[config.mk]
export PLATFORM = sky130hd
export DESIGN_NAME = gpbs_port
export DESIGN_NICKNAME = d
export VERILOG_FILES = /design/src/gpbs_pkg.sv /design/src/gpbs_port.sv
export SDC_FILE = /design/constraint.sdc
export NUM_CORES = 1
export LEC_CHECK = 0
export ABC_AREA = 1
export BUFFER_PORTS_ARGS = -buffer_cell sky130_fd_sc_hd__buf_2
export CAP_MARGIN = 20
export CORE_AREA = 5 5 98 100
export DETAILED_ROUTE_END_ITERATION = 10
export DIE_AREA = 0 0 103 105
export PLACE_DENSITY = 0.71
export REMOVE_ABC_BUFFERS = 1
export SKIP_LAST_GASP = 1
export SLEW_MARGIN = 20
export SYNTH_ARGS = -nofsm -noshare
export SYNTH_HDL_FRONTEND = slang
export SYNTH_SLANG_ARGS = --single-unit
[constraint.sdc]
create_clock -name i_sys_clk -period 1.6 [get_ports i_sys_clk]
set_input_delay 0.48 -clock i_sys_clk [delete_from_list [all_inputs] [get_ports i_sys_clk]]
set_output_delay 0.48 -clock i_sys_clk [all_outputs]
set_load 0.01 [all_outputs]
[src/gpbs_pkg.sv]
// constants, types and pad carriers for the gpio port with boot strap
// assumes one 25 MHz core clock and an active-low asynchronous chip reset
//
// Functional notes
// pins 4,5,7-11: input, edge interrupt, output
// pins 15-12: plain input or output only
// strap pull-up on while chip reset active
// strap pull-up off few cycles after release
// strap level captured at reset release; code samples it 4 cycles later, as the pull-up turns off
// captured strap shown in general input reg
// strap low: fetch code from external bus
// strap high: execute from internal rom
// pin 6 later general pin or serial receive
// pins 8,10,11 may become card supply outputs
// reset pulse held at least one microsecond
// board ties test-mode inputs high normally
// interrupt edge sets flag until software clears
package gpbs_pkg;

  ////////////////////////////////////////////////////////////////////////
  // pin map, bit 4 is the lowest pin handled here
  localparam logic [15:4] GPBS_IRQ_CAP = 12'h0fb;
  localparam logic [15:4] GPBS_PLAIN_ONLY = 12'hf00;
  localparam int GPBS_STRAP_PIN = 6;
  localparam int GPBS_CARD0_PIN = 8;
  localparam int GPBS_CARD1_PIN = 10;
  localparam int GPBS_CARD2_PIN = 11;
  localparam int GPBS_PMS_BIT = 0;

  ////////////////////////////////////////////////////////////////////////
  // timing and reset values
  localparam int GPBS_CLK_PERIOD_NS = 40;
  localparam int GPBS_RESET_MIN_NS = 1000;
  localparam int GPBS_RESET_MIN_CYCLES = (GPBS_RESET_MIN_NS + GPBS_CLK_PERIOD_NS - 1) / GPBS_CLK_PERIOD_NS;
  localparam logic [2:0] GPBS_STRAP_HOLD = 3'h4;
  localparam logic [2:0] GPBS_CNT_RST = 3'h0;
  localparam logic [15:4] GPBS_PEND_RST = 12'h000;
  localparam logic GPBS_STRAP_RST = 1'b1;
  // strap pin idles high under its pull-up, so its synchroniser starts there too
  localparam logic [15:4] GPBS_SYNC_RST = 12'h004;

  typedef enum logic [1:0] {
    GPBS_ST_HOLD = 2'b01,
    GPBS_ST_RUN = 2'b10
  } gpbs_state_t;

  typedef struct packed {
    logic [15:4] dir_out;
    logic [15:4] out_val;
    logic [15:4] irq_en;
    logic [15:4] irq_rise;
  } gpbs_cfg_t;

  typedef struct packed {
    logic [15:4] out;
    logic [15:4] oe;
  } gpbs_pad_t;

endpackage

[src/gpbs_port.sv]
// gpio port pins 4 to 15 with boot strap on pin 6 and card supply on 8, 10, 11
// assumes pad levels arrive asynchronously and configuration comes from core logic
module gpbs_port
  import gpbs_pkg::*;
(
  // clock and reset
  input wire logic i_sys_clk,
  input wire logic i_rst_n,
  // pads
  input wire logic [15:4] i_pad_in,
  output gpbs_pad_t o_pad,
  output logic o_strap_pullup_en,
  // configuration from core, test-mode inputs tied on the board
  input wire gpbs_cfg_t i_cfg,
  input wire logic [15:4] i_pend_clr,
  input wire logic [2:0] i_card_supply_en,
  input wire logic i_rxd_sel,
  input wire logic [1:0] i_test_mode_inputs_n,
  // status to core
  output logic [15:0] o_general_input_reg_1,
  output logic [15:4] o_pend,
  output logic o_ext_code_fetch,
  output logic o_int_rom_exec,
  output logic o_rxd,
  output logic [2:0] o_card_supply_out,
  output logic o_test_active
);

  ////////////////////////////////////////////////////////////////////////
  // synchronisers; s1 feeds s2 only, s3 is the edge history
  logic [15:4] s1;
  logic [15:4] s2;
  logic [15:4] s3;
  logic [1:0] t1;
  logic [1:0] t2;

  always_ff @(posedge i_sys_clk or negedge i_rst_n) begin
    if (!i_rst_n) begin
      s1 <= GPBS_SYNC_RST;
      s2 <= GPBS_SYNC_RST;
      s3 <= GPBS_SYNC_RST;
      t1 <= 2'h3;
      t2 <= 2'h3;
    end else begin
      s1 <= i_pad_in;
      s2 <= s1;
      s3 <= s2;
      t1 <= i_test_mode_inputs_n;
      t2 <= t1;
    end
  end

  ////////////////////////////////////////////////////////////////////////
  // strap sequencer: pull-up held on through reset and a short tail
  gpbs_state_t state;
  gpbs_state_t next_state;
  logic [2:0] cnt;
  logic [2:0] next_cnt;
  logic strap;
  logic next_strap;

  always_comb begin
    next_state = state;
    next_cnt = cnt;
    next_strap = strap;
    case (state)
      GPBS_ST_HOLD: begin
        next_cnt = 3'(cnt + 3'h1);
        // sample late so the synchroniser has settled under the pull-up
        if (cnt == 3'(GPBS_STRAP_HOLD - 3'h1)) begin
          next_strap = s2[GPBS_STRAP_PIN];
          next_state = GPBS_ST_RUN;
        end
      end
      GPBS_ST_RUN: begin
        next_state = GPBS_ST_RUN;
      end
      default: begin
        next_state = GPBS_ST_HOLD;
        next_cnt = GPBS_CNT_RST;
      end
    endcase
  end

  always_ff @(posedge i_sys_clk or negedge i_rst_n) begin
    if (!i_rst_n) begin
      state <= GPBS_ST_HOLD;
      cnt <= GPBS_CNT_RST;
      strap <= GPBS_STRAP_RST;
    end else begin
      state <= next_state;
      cnt <= next_cnt;
      strap <= next_strap;
    end
  end

  ////////////////////////////////////////////////////////////////////////
  // per-pin edge detect and pending flags; set beats clear
  logic [15:4] card_mask;
  logic [15:4] ev;
  logic [15:4] next_pend;

  always_comb begin
    card_mask = '0;
    card_mask[GPBS_CARD0_PIN] = i_card_supply_en[0];
    card_mask[GPBS_CARD1_PIN] = i_card_supply_en[1];
    card_mask[GPBS_CARD2_PIN] = i_card_supply_en[2];
  end

  genvar g;
  generate
    for (g = 4; g <= 15; g++) begin : g_pin
      // only capable pins in input mode can raise an event
      // no events in the strap tail: the history still holds its reset value, and a pin high out of reset is no edge
      assign ev[g] = GPBS_IRQ_CAP[g] & i_cfg.irq_en[g] & ~i_cfg.dir_out[g] & ~card_mask[g]
                     & (state == GPBS_ST_RUN)
                     & (i_cfg.irq_rise[g] ? (s2[g] & ~s3[g]) : (~s2[g] & s3[g]));
      assign next_pend[g] = ev[g] | (o_pend[g] & ~i_pend_clr[g]);
    end
  endgenerate

  always_ff @(posedge i_sys_clk or negedge i_rst_n) begin
    if (!i_rst_n) begin
      o_pend <= GPBS_PEND_RST;
    end else begin
      o_pend <= next_pend;
    end
  end

  ////////////////////////////////////////////////////////////////////////
  // registered pad drive and status
  gpbs_pad_t next_pad;
  logic [15:0] next_gin;
  logic next_pullup;
  logic next_ext;
  logic next_rom;
  logic next_rxd;

  always_comb begin
    next_pad.out = i_cfg.out_val | card_mask;
    next_pad.oe = i_cfg.dir_out | card_mask;
    // strap pin stays undriven until the strap is taken; receive mode is input only
    next_pad.oe[GPBS_STRAP_PIN] = (next_state == GPBS_ST_RUN) & i_cfg.dir_out[GPBS_STRAP_PIN]
                                  & ~i_rxd_sel;
    next_pad.out[GPBS_STRAP_PIN] = i_cfg.out_val[GPBS_STRAP_PIN];
    next_gin = {s2, 4'h0};
    next_gin[GPBS_PMS_BIT] = next_strap;
    next_pullup = (next_state == GPBS_ST_HOLD);
    next_ext = (next_state == GPBS_ST_RUN) & ~next_strap;
    next_rom = (next_state == GPBS_ST_RUN) & next_strap;
    // idle-high receive line when the pin is not in serial mode
    next_rxd = i_rxd_sel ? s2[GPBS_STRAP_PIN] : 1'b1;
  end

  always_ff @(posedge i_sys_clk or negedge i_rst_n) begin
    if (!i_rst_n) begin
      o_pad <= '0;
      o_general_input_reg_1 <= '0;
      o_strap_pullup_en <= 1'b1;
      o_ext_code_fetch <= 1'b0;
      o_int_rom_exec <= 1'b0;
      o_rxd <= 1'b1;
      o_card_supply_out <= 3'h0;
      o_test_active <= 1'b0;
    end else begin
      o_pad <= next_pad;
      o_general_input_reg_1 <= next_gin;
      o_strap_pullup_en <= next_pullup;
      o_ext_code_fetch <= next_ext;
      o_int_rom_exec <= next_rom;
      o_rxd <= next_rxd;
      o_card_supply_out <= i_card_supply_en;
      o_test_active <= ~&t2;
    end
  end

  ////////////////////////////////////////////////////////////////////////
  // checks
  property p_no_irq_uncapable;
    @(posedge i_sys_clk) disable iff (!i_rst_n)
      (o_pend & ~GPBS_IRQ_CAP) == 12'h000;
  endproperty
  a_no_irq_uncapable: assert property (p_no_irq_uncapable)
    else $error("pending flag on a pin without interrupt");

  property p_pullup_tail;
    @(posedge i_sys_clk) disable iff (!i_rst_n)
      // counted from the release edge, which still samples the reset value
      o_strap_pullup_en |-> ##[1:5] !o_strap_pullup_en;
  endproperty
  a_pullup_tail: assert property (p_pullup_tail)
    else $error("strap pull-up not released after reset");

  property p_pullup_stays_off;
    @(posedge i_sys_clk) disable iff (!i_rst_n)
      !o_strap_pullup_en |=> !o_strap_pullup_en;
  endproperty
  a_pullup_stays_off: assert property (p_pullup_stays_off)
    else $error("strap pull-up returned outside reset");

  property p_strap_capture;
    @(posedge i_sys_clk) disable iff (!i_rst_n)
      $fell(o_strap_pullup_en) |-> o_general_input_reg_1[GPBS_PMS_BIT] == $past(s2[GPBS_STRAP_PIN]);
  endproperty
  a_strap_capture: assert property (p_strap_capture)
    else $error("strap level not captured at release");

  property p_strap_kept;
    @(posedge i_sys_clk) disable iff (!i_rst_n)
      !o_strap_pullup_en |=> $stable(o_general_input_reg_1[GPBS_PMS_BIT]);
  endproperty
  a_strap_kept: assert property (p_strap_kept)
    else $error("program memory select bit changed after capture");

  property p_ext_fetch;
    @(posedge i_sys_clk) disable iff (!i_rst_n)
      !o_strap_pullup_en |-> o_ext_code_fetch == !o_general_input_reg_1[GPBS_PMS_BIT];
  endproperty
  a_ext_fetch: assert property (p_ext_fetch)
    else $error("external fetch does not follow low strap");

  property p_int_rom;
    @(posedge i_sys_clk) disable iff (!i_rst_n)
      !o_strap_pullup_en |-> o_int_rom_exec == o_general_input_reg_1[GPBS_PMS_BIT];
  endproperty
  a_int_rom: assert property (p_int_rom)
    else $error("internal rom select does not follow high strap");

  property p_rxd_follow;
    @(posedge i_sys_clk) disable iff (!i_rst_n)
      i_rxd_sel |=> o_rxd == $past(s2[GPBS_STRAP_PIN]) && !o_pad.oe[GPBS_STRAP_PIN];
  endproperty
  a_rxd_follow: assert property (p_rxd_follow)
    else $error("serial receive not taken from strap pin");

  property p_card_supply;
    @(posedge i_sys_clk) disable iff (!i_rst_n)
      i_card_supply_en[2] |=> o_pad.oe[GPBS_CARD2_PIN] && o_pad.out[GPBS_CARD2_PIN] && o_card_supply_out[2];
  endproperty
  a_card_supply: assert property (p_card_supply)
    else $error("card supply pin not driven");

  property p_pend_set;
    @(posedge i_sys_clk) disable iff (!i_rst_n)
      ##1 ($past(ev) & ~o_pend) == 12'h000;
  endproperty
  a_pend_set: assert property (p_pend_set)
    else $error("edge event lost");

  property p_pend_hold;
    @(posedge i_sys_clk) disable iff (!i_rst_n)
      ##1 ($past(o_pend & ~i_pend_clr) & ~o_pend) == 12'h000;
  endproperty
  a_pend_hold: assert property (p_pend_hold)
    else $error("pending flag dropped without clear");

  property p_pend_clear;
    @(posedge i_sys_clk) disable iff (!i_rst_n)
      ##1 ($past(i_pend_clr & ~ev) & o_pend) == 12'h000;
  endproperty
  a_pend_clear: assert property (p_pend_clear)
    else $error("pending flag not cleared");

  property p_strap_pin_quiet;
    @(posedge i_sys_clk) disable iff (!i_rst_n)
      o_strap_pullup_en |-> !o_pad.oe[GPBS_STRAP_PIN];
  endproperty
  a_strap_pin_quiet: assert property (p_strap_pin_quiet)
    else $error("strap pin driven before capture");

  property p_card_supply0;
    @(posedge i_sys_clk) disable iff (!i_rst_n)
      i_card_supply_en[0] |=> o_pad.oe[GPBS_CARD0_PIN] && o_pad.out[GPBS_CARD0_PIN] && o_card_supply_out[0];
  endproperty
  a_card_supply0: assert property (p_card_supply0)
    else $error("first card supply pin not driven");

  property p_card_supply1;
    @(posedge i_sys_clk) disable iff (!i_rst_n)
      i_card_supply_en[1] |=> o_pad.oe[GPBS_CARD1_PIN] && o_pad.out[GPBS_CARD1_PIN] && o_card_supply_out[1];
  endproperty
  a_card_supply1: assert property (p_card_supply1)
    else $error("second card supply pin not driven");

  property p_rxd_idle;
    @(posedge i_sys_clk) disable iff (!i_rst_n)
      !i_rxd_sel |=> o_rxd;
  endproperty
  a_rxd_idle: assert property (p_rxd_idle)
    else $error("serial receive line not idle high");

  property p_gin_levels;
    @(posedge i_sys_clk) disable iff (!i_rst_n)
      !o_strap_pullup_en |=> o_general_input_reg_1[15:4] == $past(s2) && o_general_input_reg_1[3:1] == 3'h0;
  endproperty
  a_gin_levels: assert property (p_gin_levels)
    else $error("general input register does not show pin levels");

  property p_boot_exclusive;
    @(posedge i_sys_clk) disable iff (!i_rst_n)
      !(o_ext_code_fetch && o_int_rom_exec);
  endproperty
  a_boot_exclusive: assert property (p_boot_exclusive)
    else $error("external fetch and internal rom both selected");

endmodule // gpbs_port

==> impl_metrics.yaml <==
outcome:
  status: "finished clean"
timing:
  fin_setup_tns_ns: 0
  timing.final.crit_share: 0.9159
  post-route-min-period_ns: 1.465
  fin_skew_ns: 0.01493
  finalSetupViolCount: 0
  max_freq_ghz: 0.6824
  rsz0062_at_grt: "false"
  hold_viol_final: 0
  slew_violations: 0
  hold_ws_ns: 0.01345
die:
  dieArea_um2: 10820
  start_util: 0.3406
  die_height_um: 105
  core_um2: 8593
  die_x_um: 103
  core.rowCount: 34
  num_io_pins: 140
synth:
  ys_ff_latch: 91
  synth.top_cell.area_share: 0.6926
  synthFlopType: "dfrtp_1"
  netlist_area_um2: 2927
  syn_inst: 218
  synth_area_per_cell_um2: 13.42
  ys_types: 20
  yosysMostFrequentCell: "dfrtp_1"
  synth_common_cells: "dfrtp_1 (81), nand2_1 (40), inv_1 (28)"
  yosys-top-cells-area: "dfrtp_1 (69%), dfstp_2 (9.0%), nand2_1 (5.1%), inv_1 (3.6%), ha_1 (1.7%)"
  yosysTopAreaCell: "dfrtp_1"
  async_reset_ff_frac: 1.000
  synth-edff-count: 0
  yosysSeqAreaShare: 0.7824
  ys_warn_count: 0
global_route:
  grt_use_total: 0.1116
  antenna_found_initial: 0
  grt_pass1_vias: 2167
  grt_pass1_wl_mm: 9.432
  grt_max_degree: 35
  grt_overflow: 0
clock_tree:
  htree_levels: 3
  tritoncts: "done"
  numCtsBuffers: 9
  cts_resized: 0
  cts_root_buf: "clkbuf_8"
  post_cts_buffers: 0
  insertion_delay_ns: 0.35
  clk_path_buf_depth: 2
  clk_pin_slew_ns: 0.09
  hold_buffers: 0
  clkSinkCount: 91
power:
  ir_worst_vdd_mv: 0.4433
  power_mw: 4.312
  p_leak_nw: 2.091
  power_density_nw_per_um2: 1098
setup_path:
  crit_chain: "buf_2"
  crit_slowest_cell: "dfstp_2"
  slowest_delay_ns: 0.52
  crit_start: "o_strap_pullup_en$_DFF_PN1_"
  cp.depth: 1
  rrSetupSlack_ns: 0.16
  worstSetupPathType: "register to output pin"
  critical_path.endpoint: "o_strap_pullup_en"
  path_delay_family: "flip-flops"
  start_kind: "register"
  cp_max_fo: 1
  cp_num_buf_inv: 1
  r2r-end: "o_strap_pullup_en$_DFF_PN1_"
  required_ns: 1.12
  endpoint_kind: "output pin"
  ff2ff_path_depth: 7
  r2r_start: "state[0]$_DFF_PN1_"
  cp_data_arrival_time_ns: 0.99
cells_and_area:
  drive_gt1_frac: 0.4669
  antenna_cells: 0
  syn_to_final_growth_pct: 34.20
  post-route-util: 0.4570
  nets: 441
route:
  vias: 1968
  drt_pass1_iterations: 4
  post_drt_wl_per_cell_um: 12.39
  drc_errors: 0
  vias_per_cell: 4.187
  wl_mm: 5.823
  final_antenna_net_count: 0
  first_iter_violations: 42
flow_run:
  cap_violations: 0
worst_hold_path:
  hp-class: "input port to asynchronous set/reset pin"
placed_design:
  dpl.hpwl_mm: 4.448
  numPortBuffers: 126
  place.gp.congestion: 0.7232
## metal layers
layer  GRT usage  vias to the layer above  part of all wire
li1            -                      941                 -
met4     0.04995                        0             0.014
met5           0                        -                 0
met1      0.1211                      931              0.39
met3     0.04664                        9              0.11
met2      0.1874                       87              0.49
## kinds of logic (layout without fill, tap and decap cells)
logic type / Yosys count / after routing / synth area share
other: 1 / 3 / 0.001281
AOI/OAI and AO/OA: 16 / 16 / 0.03377
and+or+nand+nor: 73 / 73 / 0.1180
adders and majority gates: 4 / 4 / 0.01710
DFF: 91 / 91 / 0.7824
buffers and inverters: 33 / 175 / 0.04746
## through the flow
stage | instance area [µm²] | cells | setup slack [ns]
finish | 3928 | 470 | 0.1346
global route | 3928 | 470 | 0.05230
CTS | 3928 | 470 | 0.1067
detailed placement | 3727 | 454 | 0.1787
global placement | 3727 | 454 | 0.2206
floorplan | 2904 | 216 | 0.2701
## worst min-delay path by stage
stage,startpoint,endpoint,cells past startpoint
floorplan,i_rst_n,cnt[0]$_DFFE_PN0N_,0
global placement,s1[10]$_DFF_PN0_,s2[10]$_DFF_PN0_,0
detailed placement,s1[14]$_DFF_PN0_,s2[14]$_DFF_PN0_,0
CTS,i_rst_n,o_pend[15]$_DFF_PN0_,1
global route,i_rst_n,o_pend[15]$_DFF_PN0_,1
finish,i_rst_n,o_pend[15]$_DFF_PN0_,1
## sequential cells by signal, summed over array words and instances, names as in the netlist
signal,cells
o_pend,12
o_card_supply_out,3
s2,12
t1,2
o_rxd,1
o_strap_pullup_en,1
state,2
o_int_rom_exec,1
s1,12
s3,6
strap,1
o_general_input_reg_1,7
cnt,3
o_pad,24
o_ext_code_fetch,1
o_test_active,1
t2,2
## where the power goes
group	switching (mW)	total, mW	internal, mW
registers	0.0355	2.45	2.41
logic	0.170	0.318	0.149
clock network	0.805	1.55	0.742
## placed cells by master (no fill, tap or decap)
| master | n |
|---|---|
| buf_2 | 125 |
| dfrtp_1 | 81 |
| nand2_1 | 40 |
| inv_1 | 28 |
| nor2_1 | 11 |
| dfstp_2 | 10 |
| nand3_1 | 9 |
| clkbuf_8 | 9 |
| or2_2 | 6 |
| o21ai_0 | 5 |
| a21o_1 | 4 |
| ha_1 | 4 |
| o21bai_1 | 3 |
| o21ai_1 | 3 |
| nor3_2 | 3 |
| conb_1 | 3 |
| inv_6 | 3 |
| buf_4 | 3 |
| nand2_4 | 2 |
| buf_12 | 2 |
| inv_2 | 1 |
| nand2_2 | 1 |
| nor3b_2 | 1 |
| o22ai_1 | 1 |
| clkbuf_1 | 1 |
| clkinv_4 | 1 |
| bufinv_16 | 1 |
| clkinvlp_4 | 1 |
## layout make-up
type                            count  area [µm²]
Fill cell                         796        4666
Sequential cell                    91        2290
Timing Repair Buffer              130       688.2
Multi-Input combinational cell     96       505.5
Tap cell                          108       135.1
Clock buffer                       10       127.6
Inverter                           29       108.9
Clock inverter                      6       72.57
Power figures use the tool's default switching activity.
